==> src/rtl/afc_params.svh <==
`ifndef AFC_PARAMS_SVH
`define AFC_PARAMS_SVH
// ----------------------------------------
// register decode
// ----------------------------------------
`define AFC_ADDR 3'h2
`define AFC_LCR_SEL 3'h4
`define AFC_RESET 8'h00
// ----------------------------------------
// field positions
// ----------------------------------------
`define AFC_BIT_IR 1
`define AFC_BIT_HD 2
`define AFC_BIT_LG 3
`define AFC_BIT_RL 4
`define AFC_DLY_LO 5
`define AFC_DLY_HI 7
// ----------------------------------------
// timing
// ----------------------------------------
`define AFC_SIR_MAX_BPS 115200
`endif

==> src/rtl/afc_pkg.sv <==
package afc_pkg;
    typedef struct packed {
        logic [2:0] hold_delay;
        logic receive_listen_enable;
        logic large_block_tx_interrupt;
        logic half_duplex_bus_enable;
        logic infrared_mode_enable;
        logic reserved0;
    } afc_type;
    typedef enum logic [1:0] {
        ST_IDLE = 2'b00,
        ST_SEND = 2'b01,
        ST_HOLD = 2'b10
    } drv_state_type;
endpackage

==> src/rtl/afc_hold_counter.sv <==
module afc_hold_counter
    import afc_pkg::*;
(
    // clock and reset
    input wire logic ref_clk,
    input wire logic nrst,
    // control
    input wire logic clear,
    input wire logic load,
    input wire logic [2:0] length,
    input wire logic bit_tick,
    // status
    output logic expired
);
    logic [2:0] count_reg;
    logic [2:0] count_next;
    logic expired_reg;
    logic expired_next;
    always_comb begin
        count_next = count_reg;
        expired_next = 1'b0;
        if (clear) begin
            count_next = 3'h0;
        end else if (load) begin
            count_next = length;
            expired_next = (length == 3'h0);
        end else if (bit_tick && count_reg != 3'h0) begin
            count_next = count_reg - 3'h1;
            expired_next = (count_reg == 3'h1);
        end
    end
    always_ff @(posedge ref_clk) begin
        if (!nrst) begin
            count_reg <= 3'h0;
            expired_reg <= 1'b0;
        end else begin
            count_reg <= count_next;
            expired_reg <= expired_next;
        end
    end
    assign expired = expired_reg;
endmodule

==> src/rtl/afc_ctrl.sv <==
// How it works
// infrared enable bit puts the UART in SIR mode, meant for up to 115.2 kbit/s
// in half-duplex mode driver enable is high while transmit FIFO or shifter holds data
// driver enable stays high until hold delay expires, then goes low
// half-duplex without large-block holds transmit interrupts until shifter is empty
// large-block with half-duplex gives normal threshold or empty transmit interrupts
// receive-listen bit only affects the receiver in half-duplex or infrared mode; it gates the timeout interrupt in every mode
// listen plus half-duplex stores all received characters, own echo included
// half-duplex off means receiver enabled for normal full-duplex use; infrared with listen off still disables it while transmitting
// half-duplex on and listen off disables receiver while transmitting
// infrared with listen off drops the optical echo of transmit data
// listen bit clear suppresses character timeout interrupt; thresholds stay
// three-bit field sets hold time in bit times, half-duplex mode only
// hold delay starts only when shifter and transmit FIFO are both empty
// write to transmit holding register during hold cancels it, enable stays high
// register sits at address 010 when upper line-control bits are 100; bit 0 reserved
// half-duplex off restores modem-control output and clears the hold counter
`include "afc_params.svh"
module afc_ctrl
    import afc_pkg::*;
(
    // clock and reset
    input wire logic ref_clk,
    input wire logic nrst,
    // register bus
    input wire logic cs_n,
    input wire logic [2:0] addr,
    input wire logic wr_strobe,
    input wire logic rd_strobe,
    input wire logic [7:0] wdata,
    input wire logic [2:0] lcr_upper,
    input wire logic thr_write,
    output logic [7:0] rdata,
    output logic rdata_valid,
    // transmitter state
    input wire logic tx_fifo_empty,
    input wire logic tsr_empty,
    input wire logic tx_below_threshold,
    input wire logic bit_tick,
    input wire logic tx_active,
    // interrupt sources
    input wire logic tx_int_normal,
    input wire logic timeout_int_raw,
    output logic tx_int,
    output logic timeout_int_en,
    // receiver and mode
    input wire logic mcr_dtr,
    output logic rx_enable,
    output logic sir_mode,
    output logic dtr_out
);
    // ----------------------------------------
    // register
    // ----------------------------------------
    afc_type afc_reg;
    afc_type afc_next;
    logic [7:0] rdata_reg;
    logic [7:0] rdata_next;
    logic rvalid_reg;
    logic rvalid_next;
    function automatic logic afc_hit(input logic [2:0] a, input logic [2:0] line_control_register);
        afc_hit = (a == `AFC_ADDR) && (line_control_register == `AFC_LCR_SEL);
    endfunction
    always_comb begin
        afc_next = afc_reg;
        rdata_next = rdata_reg;
        rvalid_next = 1'b0;
        if (!cs_n && wr_strobe && afc_hit(addr, lcr_upper)) begin
            afc_next = afc_type'(wdata);
            afc_next.reserved0 = 1'b0;
        end
        if (!cs_n && rd_strobe && afc_hit(addr, lcr_upper)) begin
            rdata_next = 8'(afc_reg);
            rvalid_next = 1'b1;
        end
    end
    always_ff @(posedge ref_clk) begin
        if (!nrst) begin
            afc_reg <= afc_type'(`AFC_RESET);
            rdata_reg <= 8'h00;
            rvalid_reg <= 1'b0;
        end else begin
            afc_reg <= afc_next;
            rdata_reg <= rdata_next;
            rvalid_reg <= rvalid_next;
        end
    end
    // ----------------------------------------
    // driver enable sequencer
    // ----------------------------------------
    drv_state_type state_reg;
    drv_state_type state_next;
    logic hd;
    logic tx_pending;
    logic hold_load;
    logic hold_clear;
    logic hold_done;
    assign hd = afc_reg.half_duplex_bus_enable;
    assign tx_pending = !tx_fifo_empty || !tsr_empty;
    always_comb begin
        state_next = state_reg;
        hold_load = 1'b0;
        hold_clear = 1'b0;
        if (!hd) begin
            state_next = ST_IDLE;
            hold_clear = 1'b1;
        end else begin
            case (state_reg)
                ST_IDLE: begin
                    if (tx_pending || thr_write) begin
                        state_next = ST_SEND;
                    end
                end
                ST_SEND: begin
                    if (!tx_pending && !thr_write) begin
                        state_next = ST_HOLD;
                        hold_load = 1'b1;
                    end
                end
                ST_HOLD: begin
                    if (thr_write || tx_pending) begin
                        state_next = ST_SEND;
                        hold_clear = 1'b1;
                    end else if (hold_done) begin
                        state_next = ST_IDLE;
                    end
                end
                default: begin
                    state_next = ST_IDLE;
                end
            endcase
        end
    end
    always_ff @(posedge ref_clk) begin
        if (!nrst) begin
            state_reg <= ST_IDLE;
        end else begin
            state_reg <= state_next;
        end
    end
    afc_hold_counter u_hold (
        .ref_clk(ref_clk),
        .nrst(nrst),
        .clear(hold_clear),
        .load(hold_load),
        .length(afc_reg.hold_delay),
        .bit_tick(bit_tick),
        .expired(hold_done)
    );
    // ----------------------------------------
    // outputs
    // ----------------------------------------
    logic dtr_reg;
    logic dtr_next;
    logic rxen_reg;
    logic rxen_next;
    logic sir_reg;
    logic sir_next;
    logic txint_reg;
    logic txint_next;
    logic toen_reg;
    logic toen_next;
    logic tsr_empty_d_reg;
    logic tsr_empty_d_next;
    always_comb begin
        tsr_empty_d_next = tsr_empty;
        sir_next = afc_reg.infrared_mode_enable;
        if (hd) begin
            dtr_next = (state_next != ST_IDLE);
        end else begin
            dtr_next = mcr_dtr;
        end
        if (!hd) begin
            rxen_next = 1'b1;
        end else if (afc_reg.receive_listen_enable) begin
            rxen_next = 1'b1;
        end else begin
            rxen_next = !tx_active;
        end
        if (afc_reg.infrared_mode_enable && !afc_reg.receive_listen_enable && tx_active) begin
            rxen_next = 1'b0;
        end
        if (hd && !afc_reg.large_block_tx_interrupt) begin
            txint_next = tsr_empty && !tsr_empty_d_reg;
        end else begin
            txint_next = tx_int_normal;
        end
        toen_next = afc_reg.receive_listen_enable && timeout_int_raw;
    end
    always_ff @(posedge ref_clk) begin
        if (!nrst) begin
            dtr_reg <= 1'b0;
            rxen_reg <= 1'b1;
            sir_reg <= 1'b0;
            txint_reg <= 1'b0;
            toen_reg <= 1'b0;
            tsr_empty_d_reg <= 1'b1;
        end else begin
            dtr_reg <= dtr_next;
            rxen_reg <= rxen_next;
            sir_reg <= sir_next;
            txint_reg <= txint_next;
            toen_reg <= toen_next;
            tsr_empty_d_reg <= tsr_empty_d_next;
        end
    end
    assign rdata = rdata_reg;
    assign rdata_valid = rvalid_reg;
    assign dtr_out = dtr_reg;
    assign rx_enable = rxen_reg;
    assign sir_mode = sir_reg;
    assign tx_int = txint_reg;
    assign timeout_int_en = toen_reg;
endmodule

==> config.mk <==
export PLATFORM = sky130hd
export DESIGN_NAME = afc_ctrl
export DESIGN_NICKNAME = d
export VERILOG_FILES = /design/src/rtl/afc_pkg.sv /design/src/rtl/afc_hold_counter.sv /design/src/rtl/afc_ctrl.sv
export VERILOG_INCLUDE_DIRS = /design/src /design/src/rtl
export SDC_FILE = /design/constraint.sdc
export NUM_CORES = 1
export LEC_CHECK = 0
export BUFFER_PORTS_ARGS = -buffer_cell sky130_fd_sc_hd__buf_2
export CAP_MARGIN = 25
export CORE_UTILIZATION = 51
export DETAILED_ROUTE_END_ITERATION = 10
export GPL_TIMING_DRIVEN = 0
export HOLD_SLACK_MARGIN = 0.1
export PLACE_DENSITY = 0.91
export RECOVER_POWER = 50
export SYNTH_ARGS = -nofsm -noshare
export SYNTH_HDL_FRONTEND = slang
export SYNTH_SLANG_ARGS = --single-unit
==> constraint.sdc <==
create_clock -name ref_clk -period 3.3 [get_ports ref_clk]
set_input_delay 0.33 -clock ref_clk [delete_from_list [all_inputs] [get_ports ref_clk]]
set_output_delay 0.33 -clock ref_clk [all_outputs]
set_load 0.01 [all_outputs]
[Word-level counts from Yosys, hierarchy flattened]
Index checks and enable logic that the tools add are counted.
Storage, ports and cells
  word-level logic and storage cells: 74
  register bits after elaboration: 27
  input bits: 28
  output and inout port bits: 14
Cells by class
  $add $sub $neg: 1
  multiplexer cells: 22
  reduce and logical (&&, ||, !) cells: 29
  equality and inequality tests: 5
  bitwise gates (word level): 1
Operators with widths (count)
  1-bit 2-to-1 mux: 14
  1-bit logical AND: 12
  2-bit 2-to-1 mux: 5
  1-bit logical NOT: 9
  3-bit 2-to-1 mux: 2
  2-bit one-hot mux with 3 select lines: 1
  2-bit nonzero test: 2
  3-bit by 1-bit == test with 1-bit output, second input constant: 1
  3-bit by 2-bit == test with 1-bit output, second input constant: 1
  3-bit == test, second input constant: 1
  3-bit logical NOT: 1
  3-bit nonzero test: 1
  3-bit by 1-bit subtractor with 3-bit output, second input constant: 1
  2-bit by 1-bit == test with 1-bit output, second input constant: 1
  2-bit == test, second input constant: 1
  2-bit logical NOT: 1
  1-bit logical OR: 2
  2-bit OR reduction: 1
  1-bit inverter: 1

[Depth between registers and ports, before layout]
Gate-level depths: netlist of run 1.
  word-level depth: 9
  depth in mapped cells: 6
  gate-level depth less buffers: 6

[Hierarchy]
Synthesis of run 1 repeated with hierarchy kept, for this count alone.
Unflattened totals
  cells, all modules: 120
  area, all modules: 1152.4 µm²
Modules (own cells, without submodules)
  afc_ctrl: instances 1, cells an instance 90, area an instance 898.4 µm²
  afc_hold_counter: instances 1, cells an instance 30, area an instance 254.0 µm²

[Worst setup path before layout of run 1]
No wires, ideal clock.
  path kind: register to register
  start: register u_hold.count_reg[0]
  end: register u_hold.count_reg[0]
  slack: 1950 ps
  cell stages (with the launch flop): 7
  path buffers: 0
  library setup time: 86 ps
  arrival time: 1265 ps
  path through: dfxtp_1 -> inv_1 -> ha_1 -> ha_1 -> nor2b_1 -> xnor2_1 -> a211oi_1
Between the ends
  longest elaborated chain between the ends: 3
RTL lines
  start, declared: line afc_hold_counter.sv:15  | logic [2:0] count_reg;
  start signal, assigned: line afc_hold_counter.sv:37  | count_reg <= count_next;
  3-bit by 1-bit subtractor with 3-bit output or 3-bit nonzero test (tied branches): line afc_hold_counter.sv:28, afc_hold_counter.sv:27
  3-bit 2-to-1 mux or 1-bit logical AND (tied branches): line afc_hold_counter.sv:27  | end else if (bit_tick && count_reg != 3'h0) begin
  3-bit 2-to-1 mux or 2-bit nonzero test (tied branches)
Several ways; a longest one is shown, not always the timed one. The select of a mux whose other input is x is not followed.
A chain may end at the register's enable or synchronous reset.

[Worst setup path after layout of run 1]
Ends and elaborated chain as after synthesis.

==> results of run 1 <==
## metal layers
layer  global-route usage, %  share of wire [%]  vias to the layer above
met3                    4.94                5.1                        6
li1                        -                  -                      494
met5                       0                  0                        -
met1                    24.4                 41                      453
met2                    40.6                 52                       31
met4                    11.0                2.3                        0
## through the flow
step                total power, W  worst slack [ps]  hold WS, ps  util [%]  instance area (µm²)
floorplan                 0.000351              1950          411         -                 1150
global placement          0.000370              1840          444      67.0                 1370
detailed placement        0.000371              1720          459      67.0                 1370
CTS                       0.000514              1680          170      68.5                 1400
global route              0.000525              1500          159      67.0                 1370
finish                    0.000508              1670          171      67.0                 1370
## cells in the final DEF (no fill, tap or decap)
master	synthesis	routed
buf_2	0	34
xnor2_1	1	1
o311ai_1	1	1
inv_1	7	7
inv_2	1	1
and3_1	1	1
clkbuf_4	0	3
nor2_1	2	2
nor4b_1	0	1
ha_1	3	3
buf_4	1	1
clkinvlp_4	0	1
or4b_1	1	1
o21ai_0	1	1
nand4_1	0	2
o311ai_0	1	1
a211oi_1	1	1
a21oi_1	5	5
dfxtp_1	27	27
nand2b_1	1	1
nand3_1	3	3
mux2i_1	15	15
o221ai_1	2	2
nor3b_1	1	1
nor2b_1	2	2
conb_1	1	1
nand2_1	24	24
nor3_1	3	3
and3b_1	2	2
nand3b_1	4	4
o2111ai_1	2	2
clkbuf_1	4	7
## worst max-delay path: stages (launching register included)
cell and delay [ps]:
dfxtp_1 400, inv_1 60, ha_1 210, ha_1 220
nor2b_1 270, xnor2_1 120, a211oi_1 270
## logic make-up after synthesis
| group | count (synthesis) |
|---|---|
| multiplexers | 15 |
| other | 1 |
| AO/OA/AOI/OAI | 13 |
| buffers and inverters | 13 |
| AND/OR/NAND/NOR | 47 |
| adder cells (fa/ha/maj) | 3 |
| XOR/XNOR | 1 |
| flip-flops | 27 |
## path summary, 6_finish.rpt
check / cells past startpoint / to
worst max register to register: 6 / u_hold.count_reg[0]
worst min register to register: 2 / rdata[4]
worst max-delay path: 6 / u_hold.count_reg[0]
worst min-delay path: 2 / rx_enable
## layout make-up
type | count | area, µm² | share of cell area [%]
Buffer | 5 | 22.5 | 1.65
Clock buffer | 3 | 22.5 | 1.65
Clock inverter | 1 | 7.51 | 0.549
Inverter | 8 | 30.0 | 2.20
Multi-Input combinational cell | 80 | 529 | 38.7
Sequential cell | 27 | 541 | 39.5
Tap cell | 27 | 33.8 | 2.47
Timing Repair Buffer | 37 | 181 | 13.3
## power by group
group | switching, W | internal, W | leakage, nW
Clock | 0.0000998 | 0.0000465 | 0.0139
Sequential | 0.000000574 | 0.000328 | 0.218
Combinational | 0.0000166 | 0.0000161 | 0.416
Total | 0.000117 | 0.000391 | 0.648
==> flow_summary.ini, run 1 <==
[yosys]
synthMuxAreaShare_pct = 13.1
synth.most_common_cell = dfxtp_1
synth_edf_count = 0
syn_inst = 120
synth_top_cell_by_area = dfxtp_1
ys_seq_elements = 27
yosys_warnings = 0
synthTopCellsByCount = dfxtp_1, nand2_1, mux2i_1, inv_1, a21oi_1
synth_top_family_by_area = simple AND/OR/NAND/NOR gates
synth.yosys.seq_area_share_pct = 47.0
synth_nets = 151
synth_top_area_share_pct = 47.0
avgSynthCellArea_um2 = 9.58
synth_xor_area_share_pct = 0.762
synthSimpleGateAreaFrac_pct = 23.2
ys_async_sr_fraction_pct = 0
synth_cell_types = 29
synth_ff_type = dfxtp_1
synth_area_um2 = 1150
synthAdderAreaFrac_pct = 3.26
synth_compound_area_share_pct = 7.83
synth_area_leaders = dfxtp_1, mux2i_1, nand2_1, ha_1, nand3b_1

[finish]
finalNonFillerCells = 188
fillers = 168
drive_above_1_share_pct = 24.8
nNetsFinal = 193
area_growth_pct = 18.9
largest_reg_flops = 7
antennaDiodeCount = 0

[critical_path]
r2r_slack_ps = 1670
cp.required_ps = 3540
cp_max_fo = 4
arrival_ps = 1870
reg2reg_from = u_hold.count_reg[0]
cp-end-kind = register
worstSetupStartpointType = register
crit_type = reg -> reg
crit_start = u_hold.count_reg[0]

[routing]
drt_wl_total_um = 2430
drt_first_pass_iters = 4
via_per_inst = 5.23
drt-initial-drc-count = 17
post_drt_wl_per_cell_um = 12.9
ant_nets = 0
drc_errors = 0
vias = 984

[floorplanning]
fp.coreArea_um2 = 2040
die_w_um = 49.5
num_rows = 16
die_y_um = 49.5
start_util_pct = 56.3
dieArea_um2 = 2450
pin_count = 42

[sta]
period_share_pct = 49.2
fin_crit_ps = 1630
setup_violations = 0
fin_skew_ps = 11.2
tightest_slew_ps = 600
tns_ps = 0
max_freq_mhz = 615
rsz0062_at_grt = false
hold_viol_final = 0
relSlewSlack_pct = 59.3
slew_violations = 0

[placed_design]
hpwlAfterDp_um = 1890
dp.cells = 184
placement.io_buffers = 37
gp_congestion = 0.857

[pwr]
power-per-cell-area_nw_per_um2 = 371
ir_drop_mv = 0.306
p_leak_nw = 0.648

[global_routing]
grt_first_pass_wirelength_um = 4130
overflow = 0
grt_max_degree = 17
grt_use_total_pct = 22.4
grt_pass1_vias = 970
antenna_found_initial = 0

[clocking]
numClockSinks = 27
cts_made_buffers = 3
post-cts-setup-buffers = 0
clock_latency_ps = 340
clkTransAtPathRegs_ps = 150
h-tree-depth = 1
hold_buffers = 0
root_buffer = clkbuf_4
post_cts_resized = 0
cts_tree = yes
cts_buffer_depth = 2

[status]
outcome = finished, final reports clean

[worst_hold_path]
hp-start = tx_active
hold_path.class = in -> reg

[flow_run]
drv_cap = 0
No activity file was read; power rests on OpenSTA's default activity.
==> inputs of run 2 (changes only) <==
--- a/config.mk
+++ b/config.mk
@@ -6,13 +6,15 @@
 export SDC_FILE = /design/constraint.sdc
 export NUM_CORES = 1
 export LEC_CHECK = 0
+export ABC_AREA = 1
 export BUFFER_PORTS_ARGS = -buffer_cell sky130_fd_sc_hd__buf_2
 export CAP_MARGIN = 25
-export CORE_UTILIZATION = 51
+export CORE_ASPECT_RATIO = 1.75
+export CORE_UTILIZATION = 45
 export DETAILED_ROUTE_END_ITERATION = 10
 export GPL_TIMING_DRIVEN = 0
 export HOLD_SLACK_MARGIN = 0.1
-export PLACE_DENSITY = 0.91
+export PLACE_DENSITY = 0.83
 export RECOVER_POWER = 50
 export SYNTH_ARGS = -nofsm -noshare
 export SYNTH_HDL_FRONTEND = slang
==> constraint.sdc (replaced) <==
create_clock -name ref_clk -period 1.4 [get_ports ref_clk]
set_input_delay 0.14 -clock ref_clk [delete_from_list [all_inputs] [get_ports ref_clk]]
set_output_delay 0.14 -clock ref_clk [all_outputs]
set_load 0.01 [all_outputs]
==> run 2 against run 1 <==
Clock power grew to 3.0 times the previous value. Highest routed layer unchanged. The flow now finishes with violations (DRC). Sequential cell count unchanged. Power grew to 2.6 times the previous value.
==> flow_summary.ini, run 2 <==
[status]
outcome = finished with violations
violations = DRC

[sta]
relSlewSlack_pct = 58.5
setup_violations = 0
slew_violations = 0
rsz0062_at_grt = false
fin_skew_ps = 5.31
hold_slack_ps = 107
period_share_pct = 93.3
tightest_slew_ps = 620
fin_crit_ps = 1310
max_freq_mhz = 765
hold_viol_final = 0

[flow_run]
drv_cap = 0

[global_routing]
grt_use_met1_pct = 18.7
grt_max_degree = 17
busiest_layer = met2
grt_pass1_vias = 1130
grt_first_pass_wirelength_um = 4420
antenna_found_initial = 0
grt_use_met2_pct = 34.8
overflow = 0
grt_use_total_pct = 17.5
met3_usage_pct = 0.719

[clocking]
clock_latency_ps = 260
clkTransAtPathRegs_ps = 90
root_buffer = clkbuf_8
h-tree-depth = 1
cts_made_buffers = 3
numClockSinks = 27
cts_buffer_depth = 2
cts_tree = yes

[critical_path]
cp.required_ps = 1600
cp_top_family = flip-flops
cp_slowest_cell = dfxtp_2
cp_max_fo = 3
cp-end-kind = register
path_buf_inv = 2
arrival_ps = 1510
reg2reg_from = u_hold.count_reg[0]
crit_top_cell = nand2_1
worstSetupStartpointType = register
crit_type = reg -> reg
crit_chain = inv_2, ha_2, ha_2, nor2_4, buf_6, nand2_1, nand2_1, nand2_1, a21oi_2
cp_slowest_stage_delay_ps = 350
crit_start = u_hold.count_reg[0]

[finish]
area_growth_pct = 20.2
fin_util_pct = 56.8
largest_reg_flops = 7
final_cell_mix = nand2_1, buf_2, inv_1
antennaDiodeCount = 0
final_common_cell = nand2_1
drive_above_1_share_pct = 32.8
nNetsFinal = 261
finalNonFillerCells = 257

[yosys]
syn_inst = 184
ys_seq_elements = 27
synth.yosys.seq_area_share_pct = 39.5
avgSynthCellArea_um2 = 7.44
synth_edf_count = 0
synth_ff_type = dfxtp_1
synth_area_leaders = dfxtp_1, nand2_1, inv_1, nand4_1, nor2_1
synth_cell_types = 26
synth_nets = 215
yosys_warnings = 0
synth.most_common_cell = nand2_1
synthTopCellsByCount = nand2_1, inv_1, dfxtp_1, nor2_1, nand4_1
synth_area_um2 = 1370
ys_async_sr_fraction_pct = 0
synth_top_cell_by_area = dfxtp_1
synth_top_area_share_pct = 39.5

[floorplanning]
dieArea_um2 = 3280
pin_count = 42
die_y_um = 75.0
start_util_pct = 47.3
fp.coreArea_um2 = 2900
die_w_um = 43.7
num_rows = 26

[routing]
drt_first_pass_iters = 7
post_drt_wl_per_cell_um = 9.96
ant_nets = 0
drt-initial-drc-count = 23
drc_errors = 3
via_per_inst = 4.70
vias = 1209
drt_wl_total_um = 2560

[placed_design]
placement.io_buffers = 37
dp.cells = 249
gp_congestion = 0.786
hpwlAfterDp_um = 2120

[worst_hold_path]
hp-start = mcr_dtr
hold_path.class = in -> reg

[pwr]
p_leak_nw = 0.777
power-per-cell-area_nw_per_um2 = 812
ir_drop_mv = 0.460
fin_total_pwr_w = 0.00134
[run 2: worst reg2reg max path, cell delays in order (launching register included)]
cell and delay, ps:
dfxtp_2 350, inv_2 40, ha_2 170, ha_2 180
nor2_4 120, buf_6 110, nand2_1 40, nand2_1 50
nand2_1 60, a21oi_2 130
[run 2: timing repair]
action / in CTS / in global routing
gates resized for setup: 1 / 8
pin swaps: 1 / 2
setup buffers: 1 / 0
endpoints found under the hold margin: 3 / 0
setup endpoints to repair: 4 / 4
hold buffers: 3 / 0
[run 2: cell families after synthesis]
| family | count (synthesis) | share of synthesized area, % |
|---|---|---|
| fa+ha+maj | 3 | 2.74 |
| simple gates | 104 | 41.0 |
| buf+inv | 39 | 12.2 |
| compound gates | 10 | 4.21 |
| other cells | 1 | 0.274 |
| flops | 27 | 39.5 |
[run 2: cell type report]
class,count,area [µm²]
Fill cell,272,1250
Multi-Input combinational cell,118,633
Sequential cell,27,542
Timing Repair Buffer,41,225
Inverter,34,129
Clock buffer,3,41.3
Tap cell,28,35.0
Buffer,5,32.5
Clock inverter,1,7.51
[run 2: power by group]
group	switching [W]	total, W	leakage, nW	internal (W)
clock	0.000232	0.000433	0.0217	0.000201
sequential	0.00000197	0.000776	0.219	0.000774
combinational	0.0000712	0.000126	0.536	0.0000553
[run 2: path summary, 6_finish.rpt]
kind                                       endpoint  slack, ps  cells after the start
worst max-delay path            u_hold.count_reg[1]         90                      9
worst min-delay path                        dtr_out        110                      3
worst max register to register  u_hold.count_reg[1]         90                      9
worst min register to register       timeout_int_en        450                      2
[run 2: metrics by stage]
stage                     setup slack, ps  area, µm²  TNS (ps)
after floorplan                      72.7       1370         0
after global placement              -81.0       1590      -121
after detailed placement             -102       1590      -192
after CTS                            33.8       1680         0
after global routing                 8.07       1650         0
final                                93.6       1650         0
[run 2: layer usage]
metal | up-vias | part of all wire [%]
met5 | - | 0
met4 | 0 | 1.4
met3 | 2 | 3.5
met2 | 29 | 56
met1 | 523 | 39
li1 | 655 | -
==> inputs of run 3 (changes only) <==
--- a/config.mk
+++ b/config.mk
@@ -9,12 +9,14 @@
 export ABC_AREA = 1
 export BUFFER_PORTS_ARGS = -buffer_cell sky130_fd_sc_hd__buf_2
 export CAP_MARGIN = 25
+export CELL_PAD_IN_SITES_DETAIL_PLACEMENT = 1
+export CELL_PAD_IN_SITES_GLOBAL_PLACEMENT = 2
 export CORE_ASPECT_RATIO = 1.75
-export CORE_UTILIZATION = 45
+export CORE_UTILIZATION = 25
 export DETAILED_ROUTE_END_ITERATION = 10
 export GPL_TIMING_DRIVEN = 0
 export HOLD_SLACK_MARGIN = 0.1
-export PLACE_DENSITY = 0.83
+export PLACE_DENSITY = 0.84
 export RECOVER_POWER = 50
 export SYNTH_ARGS = -nofsm -noshare
 export SYNTH_HDL_FRONTEND = slang
==> run 3 against run 2 <==
Die area increased by 77%. Sequential cell count unchanged. Power increased by 1.7%. Register-to-register slack about the same. The run still ends with DRC left.
==> flow_summary.ini, run 3 (synthesis results as in run 2) <==
[finish]
drive_above_1_share_pct = 30.6
final_common_cell = nand2_1
finalNonFillerCells = 284
design_area_um2 = 1700
fillers = 666
nNetsFinal = 261
area_growth_pct = 24.4
final_cell_mix = nand2_1, buf_2, inv_1
antennaDiodeCount = 0
largest_reg_flops = 7

[sta]
hold_viol_final = 0
hold_slack_ps = 102
tightest_slew_ps = 700
setup_ws_ps = 93.0
tns_ps = 0
fin_crit_ps = 1310
period_share_pct = 93.4
max_freq_mhz = 765
slew_violations = 0
relSlewSlack_pct = 53.2
setup_violations = 0
fin_skew_ps = 3.87

[routing]
drc_errors = 1
via_per_inst = 4.44
post_drt_wl_per_cell_um = 12.1
ant_nets = 0
drt_first_pass_iters = 7
vias = 1261
drt_wl_total_um = 3430
drt-initial-drc-count = 11

[floorplanning]
fp.coreArea_um2 = 5260
die_y_um = 99.9
num_rows = 35
dieArea_um2 = 5790
die_w_um = 57.9
start_util_pct = 26.0
pin_count = 42

[clocking]
cts_made_buffers = 3
h-tree-depth = 1
cts_buffer_depth = 2
numClockSinks = 27
clock_latency_ps = 270
cts_tree = yes
root_buffer = clkbuf_8
clkTransAtPathRegs_ps = 90

[critical_path]
arrival_ps = 1520
crit_start = u_hold.count_reg[1]
crit_top_cell = ha_4
cp_slowest_stage_delay_ps = 340
worstSetupStartpointType = register
cp-end-kind = register
r2r_slack_ps = 90
cp.required_ps = 1610
cp_max_fo = 4
cp_slowest_cell = dfxtp_1
reg2regPathDepth = 8
crit_type = reg -> reg
reg2reg_from = u_hold.count_reg[1]
reg2reg_to = u_hold.count_reg[0]
crit_chain = inv_1, ha_4, ha_4, nor2_4, inv_2, nand2_2, nand3_2, a21oi_2
crit_end = u_hold.count_reg[0]

[placed_design]
dp.cells = 276
place_area_um2 = 1620
gp_congestion = 0.705
dpl_worst_slack_ps = -142
hpwlAfterDp_um = 2820
placement.io_buffers = 37

[global_routing]
grt_first_pass_wirelength_um = 5630
grt_use_total_pct = 12.6
grt_max_degree = 15
antenna_found_initial = 0
grt_pass1_vias = 1262
overflow = 0

[pwr]
power-per-cell-area_nw_per_um2 = 797
ir_drop_mv = 0.325
p_leak_nw = 0.768

[status]
outcome = finished with violations
violations = DRC

[flow_run]
drv_cap = 0

[worst_hold_path]
hold_path.class = in -> reg
run 3: cell types whose count changed in the layout (fill, tap and decap cells not counted), moves of 2 or more:
| cell | delta |
|---|---|
| buf_2 | -5 |
| ha_4 | +2 |
| clkbuf_1 | +6 |
| ha_2 | -2 |
run 3: layer usage:
layer	wire length [µm]	up-vias	share of wire (%)	GRT usage, %
li1	-	656	-	-
met1	1300	579	38	13.1
met2	1990	21	58	24.9
met3	70	5	2.0	1.16
met4	68	0	2.0	4.95
met5	0	-	0	0
run 3: worst min-delay path by stage:
stage                           to       startpoint  slack (ps)  depth (start not counted)
finish              timeout_int_en  timeout_int_raw         100                          3
global route        timeout_int_en  timeout_int_raw         120                          3
CTS                 timeout_int_en  timeout_int_raw         100                          3
detailed placement       rx_enable        tx_active         350                          2
global placement         rx_enable        tx_active         340                          2
floorplan                rx_enable        tx_active         230                          1
run 3: final cells by class:
class	count	area, µm²	area share (%)
Multi-Input combinational cell	118	661	38.8
Timing Repair Buffer	41	219	12.9
Clock buffer	4	45.0	2.65
Inverter	34	129	7.57
Tap cell	55	68.8	4.04
Buffer	5	38.8	2.28
Sequential cell	27	542	31.8
run 3: repair_timing:
item	CTS	global route
pin swaps	1	4
hold endpoints to repair	3	0
gates resized for setup	3	10
setup buffers	0	1
setup endpoints to repair	4	4
hold buffers	3	0
run 3: per-stage QoR:
stage,total power [W],utilization (%)
after floorplan,0.000872,-
final,0.00136,32.4
after detailed placement,0.000932,30.9
after global placement,0.000930,30.9
after global routing,0.00140,32.4
after CTS,0.00138,32.5
run 3: worst max-delay path, delay by kind of cell (launching register included):
kind                       cells  cell delay (ps)
adders and majority gates      2              320
DFF                            1              340
AOI/OAI and AO/OA              1              130
and+or+nand+nor                3              300
buffers and inverters          2              150
run 3: where the power goes:
group          internal [W]  switching [W]
registers          0.000774     0.00000229
clock network      0.000204       0.000245
logic             0.0000553      0.0000763
total               0.00103       0.000324
